--- config.mk ---
export PLATFORM = sky130hd
export DESIGN_NAME = sbp_six_pin_bit_port
export DESIGN_NICKNAME = d
export VERILOG_FILES = /design/src/core/sbp_pkg.sv /design/src/core/sbp_pin_cell.sv /design/src/core/sbp_six_pin_bit_port.sv
export VERILOG_INCLUDE_DIRS = /design/src /design/src/core
export SDC_FILE = /design/constraint.sdc
export NUM_CORES = 1
export LEC_CHECK = 0
export BUFFER_PORTS_ARGS = -buffer_cell sky130_fd_sc_hd__buf_4
export CORE_MARGIN = 2
export CORE_UTILIZATION = 47
export DETAILED_ROUTE_END_ITERATION = 10
export PLACE_DENSITY = 0.81
export SLEW_MARGIN = 20
export SYNTH_ARGS = -nofsm -noshare
export SYNTH_HDL_FRONTEND = slang
export SYNTH_HIERARCHICAL = 1
export SYNTH_SLANG_ARGS = --single-unit
--- constraint.sdc ---
create_clock -name ref_clk -period 2.08 [get_ports ref_clk]
set_input_delay 0.416 -clock ref_clk [delete_from_list [all_inputs] [get_ports ref_clk]]
set_output_delay 0.416 -clock ref_clk [all_outputs]
set_load 0.03 [all_outputs]
--- src/core/sbp_map.svh ---
// Register offsets, field positions and reset values of the six-pin port
`ifndef SBP_MAP_SVH
`define SBP_MAP_SVH
`define SBP_ADDR_FUNC_SEL   10'h024
`define SBP_ADDR_DIR_LOW    10'h02C
`define SBP_ADDR_DIR_HIGH   10'h02D
`define SBP_FSEL_STOP_MODE_CLEAR_INPUT_BIT  3
`define SBP_FSEL_INT_BIT    0
`define SBP_DIR_RST         4'h0
`define SBP_FSEL_RST        2'h0
`define SBP_LATCH_RST       6'h3F
`define SBP_PIN_STOP_MODE_CLEAR_INPUT       4
`define SBP_PIN_INT         0
`endif

--- src/core/sbp_pkg.sv ---
// Types shared by the six-pin port
package sbp_pkg;
  typedef enum logic [3:0] {
    SBP_OP_NONE  = 4'b0001,
    SBP_OP_SET   = 4'b0010,
    SBP_OP_CLEAR = 4'b0100,
    SBP_OP_TEST  = 4'b1000
  } sbp_op_t;

  typedef struct packed {
    sbp_op_t    op;
    logic [2:0] pin;
  } sbp_pin_cmd_t;

  typedef struct packed {
    logic       wrEn;
    logic [9:0] addr;
    logic [3:0] data;
  } sbp_mem_wr_t;
endpackage : sbp_pkg

--- src/core/sbp_pin_cell.sv ---
// One port pin: output latch, buffer enable and pull-up
`timescale 1ns/10ps
`include "sbp_map.svh"
module sbp_pin_cell (
  input  wire logic ref_clk,
  input  wire logic nrst,
  input  wire logic setLatch,
  input  wire logic clrLatch,
  input  wire logic stopMode,
  input  wire logic dirBit,
  input  wire logic sharedSel,
  input  wire logic pullupGlobalEnable,
  output logic      latchQ,
  output logic      padOut,
  output logic      padOe,
  output logic      padPullup
);
  logic latch_r;
  logic latch_nxt;

  // Set and clear come only from the bit instructions [RULE_02] [RULE_03]
  assign latch_nxt = (!nrst || stopMode) ? 1'b1 :           // [RULE_07]
                     setLatch            ? 1'b1 :           // [RULE_02]
                     clrLatch            ? 1'b0 : latch_r;  // [RULE_03]

  always_ff @(posedge ref_clk) begin
    latch_r <= latch_nxt;
  end

  assign latchQ    = latch_r;
  assign padOut    = latch_r;
  // Shared function or stop mode leaves the buffer off [RULE_06] [RULE_16]
  assign padOe     = dirBit && !sharedSel && !stopMode;       // [RULE_13]
  assign padPullup = pullupGlobalEnable && latch_r;           // [RULE_14]
endmodule : sbp_pin_cell

--- src/core/sbp_six_pin_bit_port.sv ---
// Six-pin bit-addressable port with shared stop-clear and interrupt pins
//
// Contract
// [RULE_01] Six pins, each accessed as one bit
// [RULE_02] Set instruction loads pin latch with one
// [RULE_03] Clear instruction loads pin latch with zero
// [RULE_04] Latches reachable only through bit instructions
// [RULE_05] Test instruction returns one pin level
// [RULE_06] Direction zero floats pin, one drives latch
// [RULE_07] Latches forced to one on reset, stop
// [RULE_08] Low direction maps pins 3-0, high 5-4
// [RULE_09] Direction registers write-only in data memory
// [RULE_10] Function select write-only, two bits, reset zero
// [RULE_11] Select bit 3 makes pin 4 stop-clear input
// [RULE_12] Select bit 0 makes pin 0 interrupt input
// [RULE_13] Pins 1,2,3,5 follow direction bit only
// [RULE_14] Pull-up on when enabled and latch one
// [RULE_15] Standby holds pins at prior values
// [RULE_16] Stop clears selections, floats all pins
`timescale 1ns/10ps
`include "sbp_map.svh"
module sbp_six_pin_bit_port #(
  parameter int PIN_COUNT = 6
) (
  input  wire logic                   ref_clk,
  input  wire logic                   nrst,
  input  wire sbp_pkg::sbp_pin_cmd_t  pinCmd,
  input  wire sbp_pkg::sbp_mem_wr_t   memWr,
  input  wire logic                   stopMode,
  input  wire logic                   standbyMode,
  input  wire logic                   pullupGlobalEnable,
  input  wire logic [PIN_COUNT-1:0]   padIn,
  output logic [PIN_COUNT-1:0]        padOut,
  output logic [PIN_COUNT-1:0]        padOe,
  output logic [PIN_COUNT-1:0]        padPullup,
  output logic                        testResult,
  output logic                        stopModeClearInput,
  output logic                        externalInterruptZero,
  output logic                        eventCounterInput
);
  logic [3:0]           lowDir_r;
  logic [1:0]           highDir_r;
  logic [1:0]           funcSel_r;
  logic                 testResult_r;
  logic [PIN_COUNT-1:0] dirBits;
  logic [PIN_COUNT-1:0] sharedSel;
  logic [PIN_COUNT-1:0] pinSel;
  logic [PIN_COUNT-1:0] setVec;
  logic [PIN_COUNT-1:0] clrVec;
  logic                 opSet;
  logic                 opClear;
  logic                 opTest;
  logic                 cpuRun;
  logic                 wrLow;
  logic                 wrHigh;
  logic                 wrSel;
  logic                 stopClearSel;
  logic                 intSel;

  function automatic logic [PIN_COUNT-1:0] pin_decode(input logic [2:0] idx);
    pin_decode = '0;
    if (idx < 3'(PIN_COUNT)) begin
      pin_decode[idx] = 1'b1;
    end
  endfunction : pin_decode

  // Shared by every register strobe of the data memory window
  function automatic logic reg_hit(input sbp_pkg::sbp_mem_wr_t wr,
                                   input logic [9:0]           offset);
    reg_hit = wr.wrEn && (wr.addr == offset);
  endfunction : reg_hit

  // Register writes and instructions are only taken while the CPU runs
  assign cpuRun = !standbyMode && !stopMode;                  // [RULE_15]
  assign wrLow  = cpuRun && reg_hit(memWr, `SBP_ADDR_DIR_LOW);  // [RULE_09]
  assign wrHigh = cpuRun && reg_hit(memWr, `SBP_ADDR_DIR_HIGH); // [RULE_09]
  assign wrSel  = cpuRun && reg_hit(memWr, `SBP_ADDR_FUNC_SEL); // [RULE_10]
  assign pinSel = cpuRun ? pin_decode(pinCmd.pin) : '0;       // [RULE_01]

  assign opSet   = pinCmd.op == sbp_pkg::SBP_OP_SET;
  assign opClear = pinCmd.op == sbp_pkg::SBP_OP_CLEAR;
  assign opTest  = pinCmd.op == sbp_pkg::SBP_OP_TEST;
  assign setVec  = pinSel & {PIN_COUNT{opSet}};               // [RULE_02]
  assign clrVec  = pinSel & {PIN_COUNT{opClear}};             // [RULE_03]

  always_ff @(posedge ref_clk) begin
    if (!nrst) begin
      lowDir_r  <= `SBP_DIR_RST;                              // [RULE_08]
      highDir_r <= 2'(`SBP_DIR_RST);                          // [RULE_08]
    end else begin
      if (wrLow)  lowDir_r  <= memWr.data;                    // [RULE_08]
      if (wrHigh) highDir_r <= memWr.data[1:0];               // [RULE_08]
    end
  end

  always_ff @(posedge ref_clk) begin
    if (!nrst || stopMode) begin
      funcSel_r <= `SBP_FSEL_RST;                             // [RULE_16]
    end else if (wrSel) begin
      funcSel_r <= {memWr.data[`SBP_FSEL_STOP_MODE_CLEAR_INPUT_BIT],
                    memWr.data[`SBP_FSEL_INT_BIT]};           // [RULE_10]
    end
  end

  always_ff @(posedge ref_clk) begin
    if (!nrst) begin
      testResult_r <= 1'b0;
    end else if (opTest && |pinSel) begin
      testResult_r <= |(padIn & pinSel);                      // [RULE_05]
    end
  end

  assign stopClearSel = funcSel_r[1];
  assign intSel       = funcSel_r[0];
  assign dirBits      = {highDir_r, lowDir_r};                // [RULE_08]

  always_comb begin
    sharedSel = '0;
    sharedSel[`SBP_PIN_STOP_MODE_CLEAR_INPUT] = stopClearSel;                 // [RULE_11]
    sharedSel[`SBP_PIN_INT]   = intSel;                       // [RULE_12]
  end

  genvar g;
  generate
    for (g = 0; g < PIN_COUNT; g = g + 1) begin : gPin
      sbp_pin_cell uCell (
        .ref_clk            (ref_clk),
        .nrst               (nrst),
        .setLatch           (setVec[g]),                      // [RULE_04]
        .clrLatch           (clrVec[g]),                      // [RULE_04]
        .stopMode           (stopMode),
        .dirBit             (dirBits[g]),
        .sharedSel          (sharedSel[g]),
        .pullupGlobalEnable (pullupGlobalEnable),
        .latchQ             (),
        .padOut             (padOut[g]),
        .padOe              (padOe[g]),
        .padPullup          (padPullup[g])
      );
    end
  endgenerate

  assign testResult = testResult_r;
  // Shared inputs read the pad only while selected; idle level is high
  assign stopModeClearInput    = stopClearSel ? padIn[`SBP_PIN_STOP_MODE_CLEAR_INPUT] : 1'b1;
  assign externalInterruptZero = intSel ? padIn[`SBP_PIN_INT] : 1'b1;
  assign eventCounterInput     = intSel ? padIn[`SBP_PIN_INT] : 1'b1;
endmodule : sbp_six_pin_bit_port

Yosys cells after proc, flatten, opt, wreduce, memory -nomap -nowiden:

Index checks and enable logic that the tools add are counted.

* register bits after elaboration: 15
* input bits: 33
* output and inout bits: 22
* word-level logic and storage cells: 65

* $lt $le $gt $ge: 3
* equality and inequality tests: 6
* mux-type cells: 6
* bitwise gates (word level): 3
* reductions and logical operators: 37

Operators by type and width (number)
* 10-bit by 6-bit equality test with 1-bit output (second input constant): 3
* 1-bit logical AND: 23
* 6-bit bitwise AND: 3
* 6-bit 2-to-1 mux: 2
* 2-bit OR reduction: 6
* 6-bit OR reduction: 2
* 1-bit logical NOT: 5
* 4-bit by 2-bit equality test with 1-bit output (second input constant): 1
* 4-bit by 3-bit equality test with 1-bit output (second input constant): 1
* 4-bit equality test (second input constant): 1
* 3-bit by 4-bit less-than comparator with 1-bit output (second input constant): 1
* 1-bit demux with 3-bit select: 1
* 3-bit by 1-bit >= comparator with 1-bit output (second input constant): 1
* 3-bit less-than comparator (second input constant): 1
* 1-bit 2-to-1 mux: 3
* 1-bit logical OR: 1

Longest topological paths before layout:

Gate-level depths: netlist (run 1).

* depth in word-level cells: 8
* mapped depth: 5
* mapped depth without buffers: 5

Modules after synthesis:

The synthesis (run 1) kept the hierarchy.

By module, submodules not included
* sbp_six_pin_bit_port: times used 1, cells an instance 78, area each 639.4 µm², seq. area each 180.2 µm²
* sbp_pin_cell: times used 6, cells an instance 7, area each 61.3 µm², seq. area each 20.0 µm²

Worst setup path before layout (run 1):

No wires, ideal clock.

* path type: input to output
* start: input padIn[0]
* end: output externalInterruptZero
* arrival: 0.942 ns
* data required time: 1.664 ns
* slack: 0.722 ns
* cell stages on the path: 2
* path buffers: 1
* path through: nand2b_1 buf_4

* word-level cells in the longest chain between the ends: 1

RTL lines
* from (decl): line sbp_six_pin_bit_port.sv:32 `input wire logic [PIN_COUNT-1:0] padIn,`
* 1-bit 2-to-1 mux: line sbp_six_pin_bit_port.sv:146 `` assign externalInterruptZero = intSel ? padIn[`SBP_PIN_INT] : 1'b1; ``
* to (decl): line sbp_six_pin_bit_port.sv:38 `output logic externalInterruptZero,`

No other way between the ends.

Final worst setup path (run 1):

* start: input stopMode
* end: output padOe[4]

* word-level cells in the longest chain between the ends: 2

RTL lines
* from (decl): line sbp_six_pin_bit_port.sv:29 `input wire logic stopMode,`
* 1-bit logical NOT: line sbp_pin_cell.sv:33 `assign padOe = dirBit && !sharedSel && !stopMode;`
* 1-bit logical AND: line sbp_pin_cell.sv:33
* to (decl): line sbp_six_pin_bit_port.sv:34 `output logic [PIN_COUNT-1:0] padOe,`

No other way between the ends.

==> results by group, run 1 <==
Timing
  – Max Slew Vio Count: 0
  – Fin Setup TNS: 0 ns
  – Fin. Hold Viols: 0
  – Fin worst setup slack: between 0.6 and 0.7 ns
  – RSZ-0062 raised after global routing: no
  – Post-route minimum period: around 1.4 ns
  – Fmax: slightly above 700 MHz
  – Fin crit share: between 60% and 70%
  – Final Skew: 0 ns
  – Final setup violation count: 0
  – Hold slack: 0.372 ns

Power and ir drop
  – Pwr dens: 411 mW/mm^2
  – Peak VDD IR: 0.426 mV
  – Total Power: 0.581 mW
  – Lkg Pwr: a little under 0.7 nW

Clocking
  – PostCTS Resize Cnt: 0
  – CTS Hold Buffers Added: 0
  – Cts bufs inserted: 3
  – Clock sinks: 15
  – Clk root buf: clkbuf_4
  – Max Root-Sink Buffers: 2
  – H-tree levels: 1
  – Clk_lat worst skew: 0.27 ns
  – CTS tree: yes
  – Setup bufs post-CTS: 0
  – Clock transition at path regs: 0.09 ns

Die
  – Rows: 16
  – Starting Density: 50.8%
  – Die Wd: roughly 50 um
  – Core area: 0.00198 sq mm
  – Full die area: 0.00253 sq mm
  – Top Ports: 55
  – Height of the die: 50.3 um

Critical path
  – CP required: ~1.7 ns
  – CP Buf/Inv Count: 2
  – CP max-delay cell: nor3b_2
  – Critical path type: in -> out
  – R2r endpoint: testResult
  – Setup slack, reg-to-reg: roughly 1.4 ns
  – Slowest Stage Delay on Critical Path: 0.20 ns
  – R2R cell count: 2
  – RR Startpoint: testResult
  – Maximum fanout along the worst path: 18
  – Critical path startpoint category: primary input
  – Crit-path cells: buf_4 > nor3b_2 > buf_4
  – Arr. time, crit path: 0.99 ns
  – Crit-path leading delay family: buffers and inverters
  – Critical Path End Type: output pin
  – Most frequent cell on the critical path: buf_4

Finish
  – Nets@finish: 206
  – Diode count: 0
  – Share of cells above drive strength 1: between 40% and 50%
  – Filler Cells Inserted: 179
  – Synthesis-to-layout area growth: 40.4%
  – Layout Cells excl Fill: 199

Synth
  – Post-Syn Instances: 120
  – Seq/Total Area, Yosys: 29.8%
  – Post-synthesis instance area: 0.00101 sq mm
  – Syn avg cell area: 8.39 sq um
  – Synth warnings: 6
  – Synth cell types: 28
  – Synth Register Bits: 15

Min path
  – Hold path startpoint: nrst
  – Hold crit path type: in -> reg
  – Hold EP: gPin[3].uCell/latchQ
  – Worst hold stages: 2

Global routing
  – Largest net degree at the start of global routing: 19
  – Antenna violations before repair: 0
  – Total GRT Usage: just under 20%
  – Grt ovf: 0
  – First-pass GRT wire length: roughly 4000 um
  – Vias in the first global route: approximately 900

Placed design
  – RD Place Congestion: 0.799
  – Dpl hpwl: 1990 um
  – Pre-CTS WS: 0.523 ns
  – Port bufs: 54
  – Inst Count DP: 195

Routing
  – DR iter-0 viols: 18
  – Post-DRT Antenna Nets: 0
  – DR WL/cell: 12.0 um
  – Post-route DRC: 0
  – Vias: 999
  – Pre-antenna DRT Iters: 4
  – DR vias/cell: 5.02
  – Total Wirelength: approximately 2400 um

Status
  – Outcome: finished, final reports clean

Job
  – Max Cap Viol: 0
==> placed cells by master (no fill, tap or decap), drive strengths merged, types with 5 or more instances in the layout <==
| cell | n |
|---|---|
| and2 | 6 |
| buf | 54 |
| dfxtp | 15 |
| mux2i | 10 |
| nand2b | 11 |
| nand3 | 9 |
| nor2 | 25 |
| nor3 | 5 |
| nor3b | 6 |
| nor4b | 5 |
==> area by class of cell <==
type | count | area [sq um] | area share (%)
multi-input combinational | 97 | 639 | 45.2
timing repair buffer | 54 | 405 | 28.7
tap | 27 | 33.8 | 2.39
sequential | 15 | 300 | 21.2
clock buffer | 3 | 22.5 | 1.59
inverter | 2 | 7.51 | 0.531
clock inverter | 1 | 5.00 | 0.354
==> kinds of logic (layout without fill, tap and decap cells) <==
family / after synthesis / after routing / synth area share, %
buffers and inverters: 11 / 60 / 7.83
DFF: 15 / 15 / 29.8
AOI/OAI and AO/OA: 4 / 4 / 2.61
muxes: 10 / 10 / 9.94
and+or+nand+nor: 79 / 79 / 49.4
other: 1 / 4 / 0.372
==> metrics by stage <==
stage	utilization (%)	instance area, sq um
5_1_grt	71.3	1410
4_1_cts	71.3	1410
3_3_place_gp	69.9	1390
6_report	71.3	1410
3_5_place_dp	69.9	1390
2_1_floorplan	-	1020
==> registers in the layout, indices dropped and copies added, names as in the netlist <==
| name | cells |
|---|---|
| funcSel_r | 2 |
| testResult | 1 |
| gPin.uCell/latchQ | 6 |
| lowDir_r | 4 |
| highDir_r | 2 |
==> synth_stat cells <==
| cell type | count | share of area (%) |
|---|---|---|
| nand2_1 | 4 | 1.5 |
| nand2b_4 | 1 | 1.4 |
| nand3_1 | 9 | 4.5 |
| nand2b_1 | 10 | 6.2 |
| and4bb_2 | 1 | 1.2 |
| nor2_1 | 25 | 9.3 |
| conb_1 | 1 | 0.37 |
| dfxtp_1 | 15 | 30 |
| and3_1 | 1 | 0.62 |
| inv_1 | 2 | 0.75 |
| o21ai_0 | 1 | 0.50 |
| nor2b_1 | 1 | 0.62 |
| buf_4 | 8 | 6.0 |
| nand4_1 | 2 | 1.2 |
| nand4_2 | 1 | 1.2 |
| a31oi_1 | 1 | 0.62 |
| o22ai_1 | 1 | 0.62 |
| and3b_1 | 1 | 0.87 |
| nor4b_2 | 1 | 1.5 |
| nor4b_4 | 1 | 2.4 |
| nor3_1 | 5 | 2.5 |
| nor4_1 | 1 | 0.62 |
| nor4b_1 | 3 | 2.6 |
| buf_6 | 1 | 1.1 |
| a311oi_1 | 1 | 0.87 |
| mux2i_1 | 10 | 9.9 |
| and2_1 | 6 | 3.7 |
| nor3b_2 | 6 | 7.5 |
==> routing by layer <==
layer / global-route usage [%] / vias to the layer above / share of wire, %
met1: 24.8 / 442 / 42
met2: 35.1 / 38 / 50
met5: 0 / - / 0
met3: 3.27 / 2 / 6.3
met4: 4.05 / 0 / 0.79
li1: - / 517 / -
==> power breakdown <==
part | internal (mW) | leakage, nW | switching, mW
combinational | 0.0661 | 0.547 | 0.0646
sequential | 0.287 | 0.121 | 0.000205
clock | 0.0710 | 0.0177 | 0.0915
==> worst max path at each step <==
stage	from	to	slack [ns]	cells past startpoint
3_5_place_dp	stopMode	lowDir_r[2]	0.52	5
4_1_cts	stopMode	padOe[5]	0.67	3
6_report	stopMode	padOe[4]	0.68	3
3_3_place_gp	pinCmd[4]	gPin[1].uCell/latchQ	0.52	6
2_1_floorplan	padIn[0]	externalInterruptZero	0.72	2
5_1_grt	stopMode	padOe[4]	0.64	3
(Power assumes the default switching activity.)
==> run 2: changes to the inputs <==
- ABC_AREA: unset -> 1
- CORE_UTILIZATION: 47 -> 41
- PLACE_DENSITY: 0.81 -> 0.72
- clock period: 2.08 -> 1.2 ns (I/O delays scaled with it)
==> results by group, run 2 <==
Status
  – Outcome: complete, but fails checks
  – Failing checks: negative setup slack

Die
  – Die Wd: 57.0 um (+13%)
  – Rows: 19 (+3)
  – Starting Density: 42.6% (-8.3 points)
  – Height of the die: 57.0 um (+13%)
  – Top Ports: 55 (unchanged)
  – Core area: 0.00271 sq mm (+37%)
  – Full die area: 0.00325 sq mm (+29%)

Routing
  – Total Wirelength: 2770 um (+16%)
  – Vias: 1297 (+30%)
  – Post-DRT Antenna Nets: 0 (unchanged)
  – DR iter-0 viols: 17 (-1)
  – Post-route DRC: 0 (unchanged)
  – DR WL/cell: 9.87 um (-18%)
  – Pre-antenna DRT Iters: 5 (+1)
  – DR vias/cell: 4.62 (-8.1%)

Finish
  – Share of cells above drive strength 1: 34.8% (-5.3 points)
  – Commonest non-fill, non-tap cell in the layout: buf_4
  – Post-route cell area: 0.00168 sq mm (+19%)
  – Most frequent cells in the layout: buf_4 (62), nor2_1 (44), inv_1 (38)
  – Nets@finish: 284 (+38%)
  – Diode count: 0 (unchanged)
  – Largest register FFs: 6 (unchanged)
  – Synthesis-to-layout area growth: 45.7%

Synth
  – Area share of the largest cell type after synthesis: 26.0% (-3.8 points)
  – Main synth FF type: dfxtp_1
  – Seq/Total Area, Yosys: 26.0% (-3.8 points)
  – Number of synthesized flops with an enable pin: 0 (unchanged)
  – Synth area leader: dfxtp_1
  – Top-count cell post-synth: nor2_1
  – Ys async rst share: 0% (unchanged)
  – Synth area leaders: dfxtp_1 (26%), nor2_1 (14%), inv_1 (12%)
  – Synth cell types: 20 (-29%)
  – Post-synthesis instance area: 0.00115 sq mm (+15%)
  – Post-Syn Instances: 187 (+56%)
  – Syn avg cell area: 6.17 sq um (-27%)
  – Commonest cells post-synth: nor2_1 (44), inv_1 (38), nand2_1 (26)
  – Synth Register Bits: 15 (unchanged)
  – Synth warnings: 6 (unchanged)

Placed design
  – Port bufs: 54 (unchanged)
  – RD Place Congestion: 0.870 (+8.9%)
  – Dpl cell area: 0.00163 sq mm (+18%)
  – Dpl hpwl: 2330 um (+17%)

Timing
  – Fmax: 821 MHz
  – RSZ-0062 raised after global routing: yes
  – Final Skew: 0 ns (unchanged)
  – Fin worst setup slack: -0.0173 ns (-0.694 ns)
  – Max Slew Vio Count: 0 (unchanged)
  – Fin. Hold Viols: 0 (unchanged)
  – Final setup violation count: 1 (+1)
  – Fin crit share: 101%
  – Post-route minimum period: 1.22 ns
  – Hold slack: 0.209 ns (-0.162 ns)

Global routing
  – First-pass GRT wire length: 4910 um (+25%)
  – Largest net degree at the start of global routing: 13 (-6)
  – Antenna violations before repair: 0 (unchanged)
  – Vias in the first global route: 1229 (+35%)
  – Total GRT Usage: 18.8% (-0.93 points)
  – Grt ovf: 0 (unchanged)

Clocking
  – Clk_lat worst skew: 0.28 ns (about the same)
  – Cts bufs inserted: 3 (unchanged)
  – Max Root-Sink Buffers: 2 (unchanged)
  – H-tree levels: 1 (unchanged)
  – Clk root buf: clkbuf_4
  – CTS tree: yes
  – Clock transition at path regs: 0.09 ns (about the same)
  – Setup bufs post-CTS: 0 (unchanged)
  – Clock sinks: 15 (unchanged)

Critical path
  – Arr. time, crit path: 0.98 ns (about the same)
  – R2r endpoint: testResult
  – RR Startpoint: testResult
  – Setup slack, reg-to-reg: 0.53 ns (-0.82 ns)
  – Crit. Startpoint: funcSel_r[0]
  – Critical path type: reg -> out
  – Critical Path End Type: output pin
  – CP required: 0.96 ns (-0.70 ns)
  – Critical path startpoint category: flip-flop
  – Maximum fanout along the worst path: 3 (-15)
  – R2R cell count: 4 (+2)

Job
  – Max Cap Viol: 0 (unchanged)

Min path
  – Hold crit path type: in -> reg
  – Hold EP: lowDir_r[2]
  – Hold path startpoint: memWr[2]
  – Worst hold stages: 3 (+1)

Power and ir drop
  – Peak VDD IR: 0.530 mV (+25%)
  – Pwr dens: 628 mW/mm^2 (+53%)
  – Lkg Pwr: 0.839 nW (+22%)
[run 2: cell types whose count changed after synthesis, moves of 3 or more]
cell / change
inv_1: +36
nand2_1: +22
nor2_1: +19
mux2i_1: -10
nand2b_1: -10
a21oi_1: +9
nand3_1: +9
and2_1: -6
nand4_1: +4
nor3_1: -4
o21bai_1: +4
nand3b_1: +3
nor4b_1: -3
[run 2: cell families after synthesis]
logic type | share of synthesized area [%]
compound gates | 7.38
buf+inv | 17.9
flops | 26.0
other cells | 0.325
simple gates | 48.4
[run 2: repair_timing]
| item | CTS | global route |
|---|---|---|
| pin swaps | 0 | 0 |
| gates resized for setup | 4 | 7 |
| hold buffers | 0 | 0 |
| setup endpoints to repair | 3 | 7 |
[run 2: cell type report]
class | instances | area, sq um
inverter | 38 | 143
tap | 31 | 38.8
clock buffer | 4 | 26.3
fill | 287 | 1030
multi-input combinational | 129 | 664
timing repair buffer | 64 | 497
sequential | 15 | 312
[run 2: per-layer routing]
metal | wire length [um] | part of all wire [%] | GRT usage (%)
met1 | 1180 | 43 | 20.9
met2 | 1440 | 52 | 35.3
met3 | 157 | 5.7 | 3.40
met4 | 0 | 0 | 6.64
met5 | 0 | 0 | 0
[run 2: how the worst max path moves through the flow]
stage,depth (start not counted),slack [ns],end
global placement,8,-0.0007,funcSel_r[1]
CTS,2,-0.03,padOe[0]
detailed placement,8,-0.01,funcSel_r[1]
floorplan,2,0.17,externalInterruptZero
finish,2,-0.02,padOe[0]
global route,2,-0.07,padOe[0]
[run 2: power by group]
group	switching (mW)	internal (mW)	total, mW
combinational	0.143	0.132	0.275
clock	0.154	0.129	0.283
sequential	0.000394	0.497	0.498
total	0.297	0.758	1.06
[run 2: worst max-delay path: stages, from the launching register on]
cell and delay [ns]:
dfxtp_2 0.35, nor3b_4 0.19, buf_6 0.16
[run 2: metrics by stage]
step	setup TNS (ns)	worst slack, ns	power (mW)	util (%)	std cells
floorplan	0	0.168	0.622	-	190
global placement	-0.000692	-0.000692	0.783	60.2	277
detailed placement	-0.0179	-0.00961	0.785	60.2	277
CTS	-0.0287	-0.0287	1.07	61.4	281
global route	-0.190	-0.0702	1.12	62.0	281
finish	-0.0173	-0.0173	1.06	62.0	281
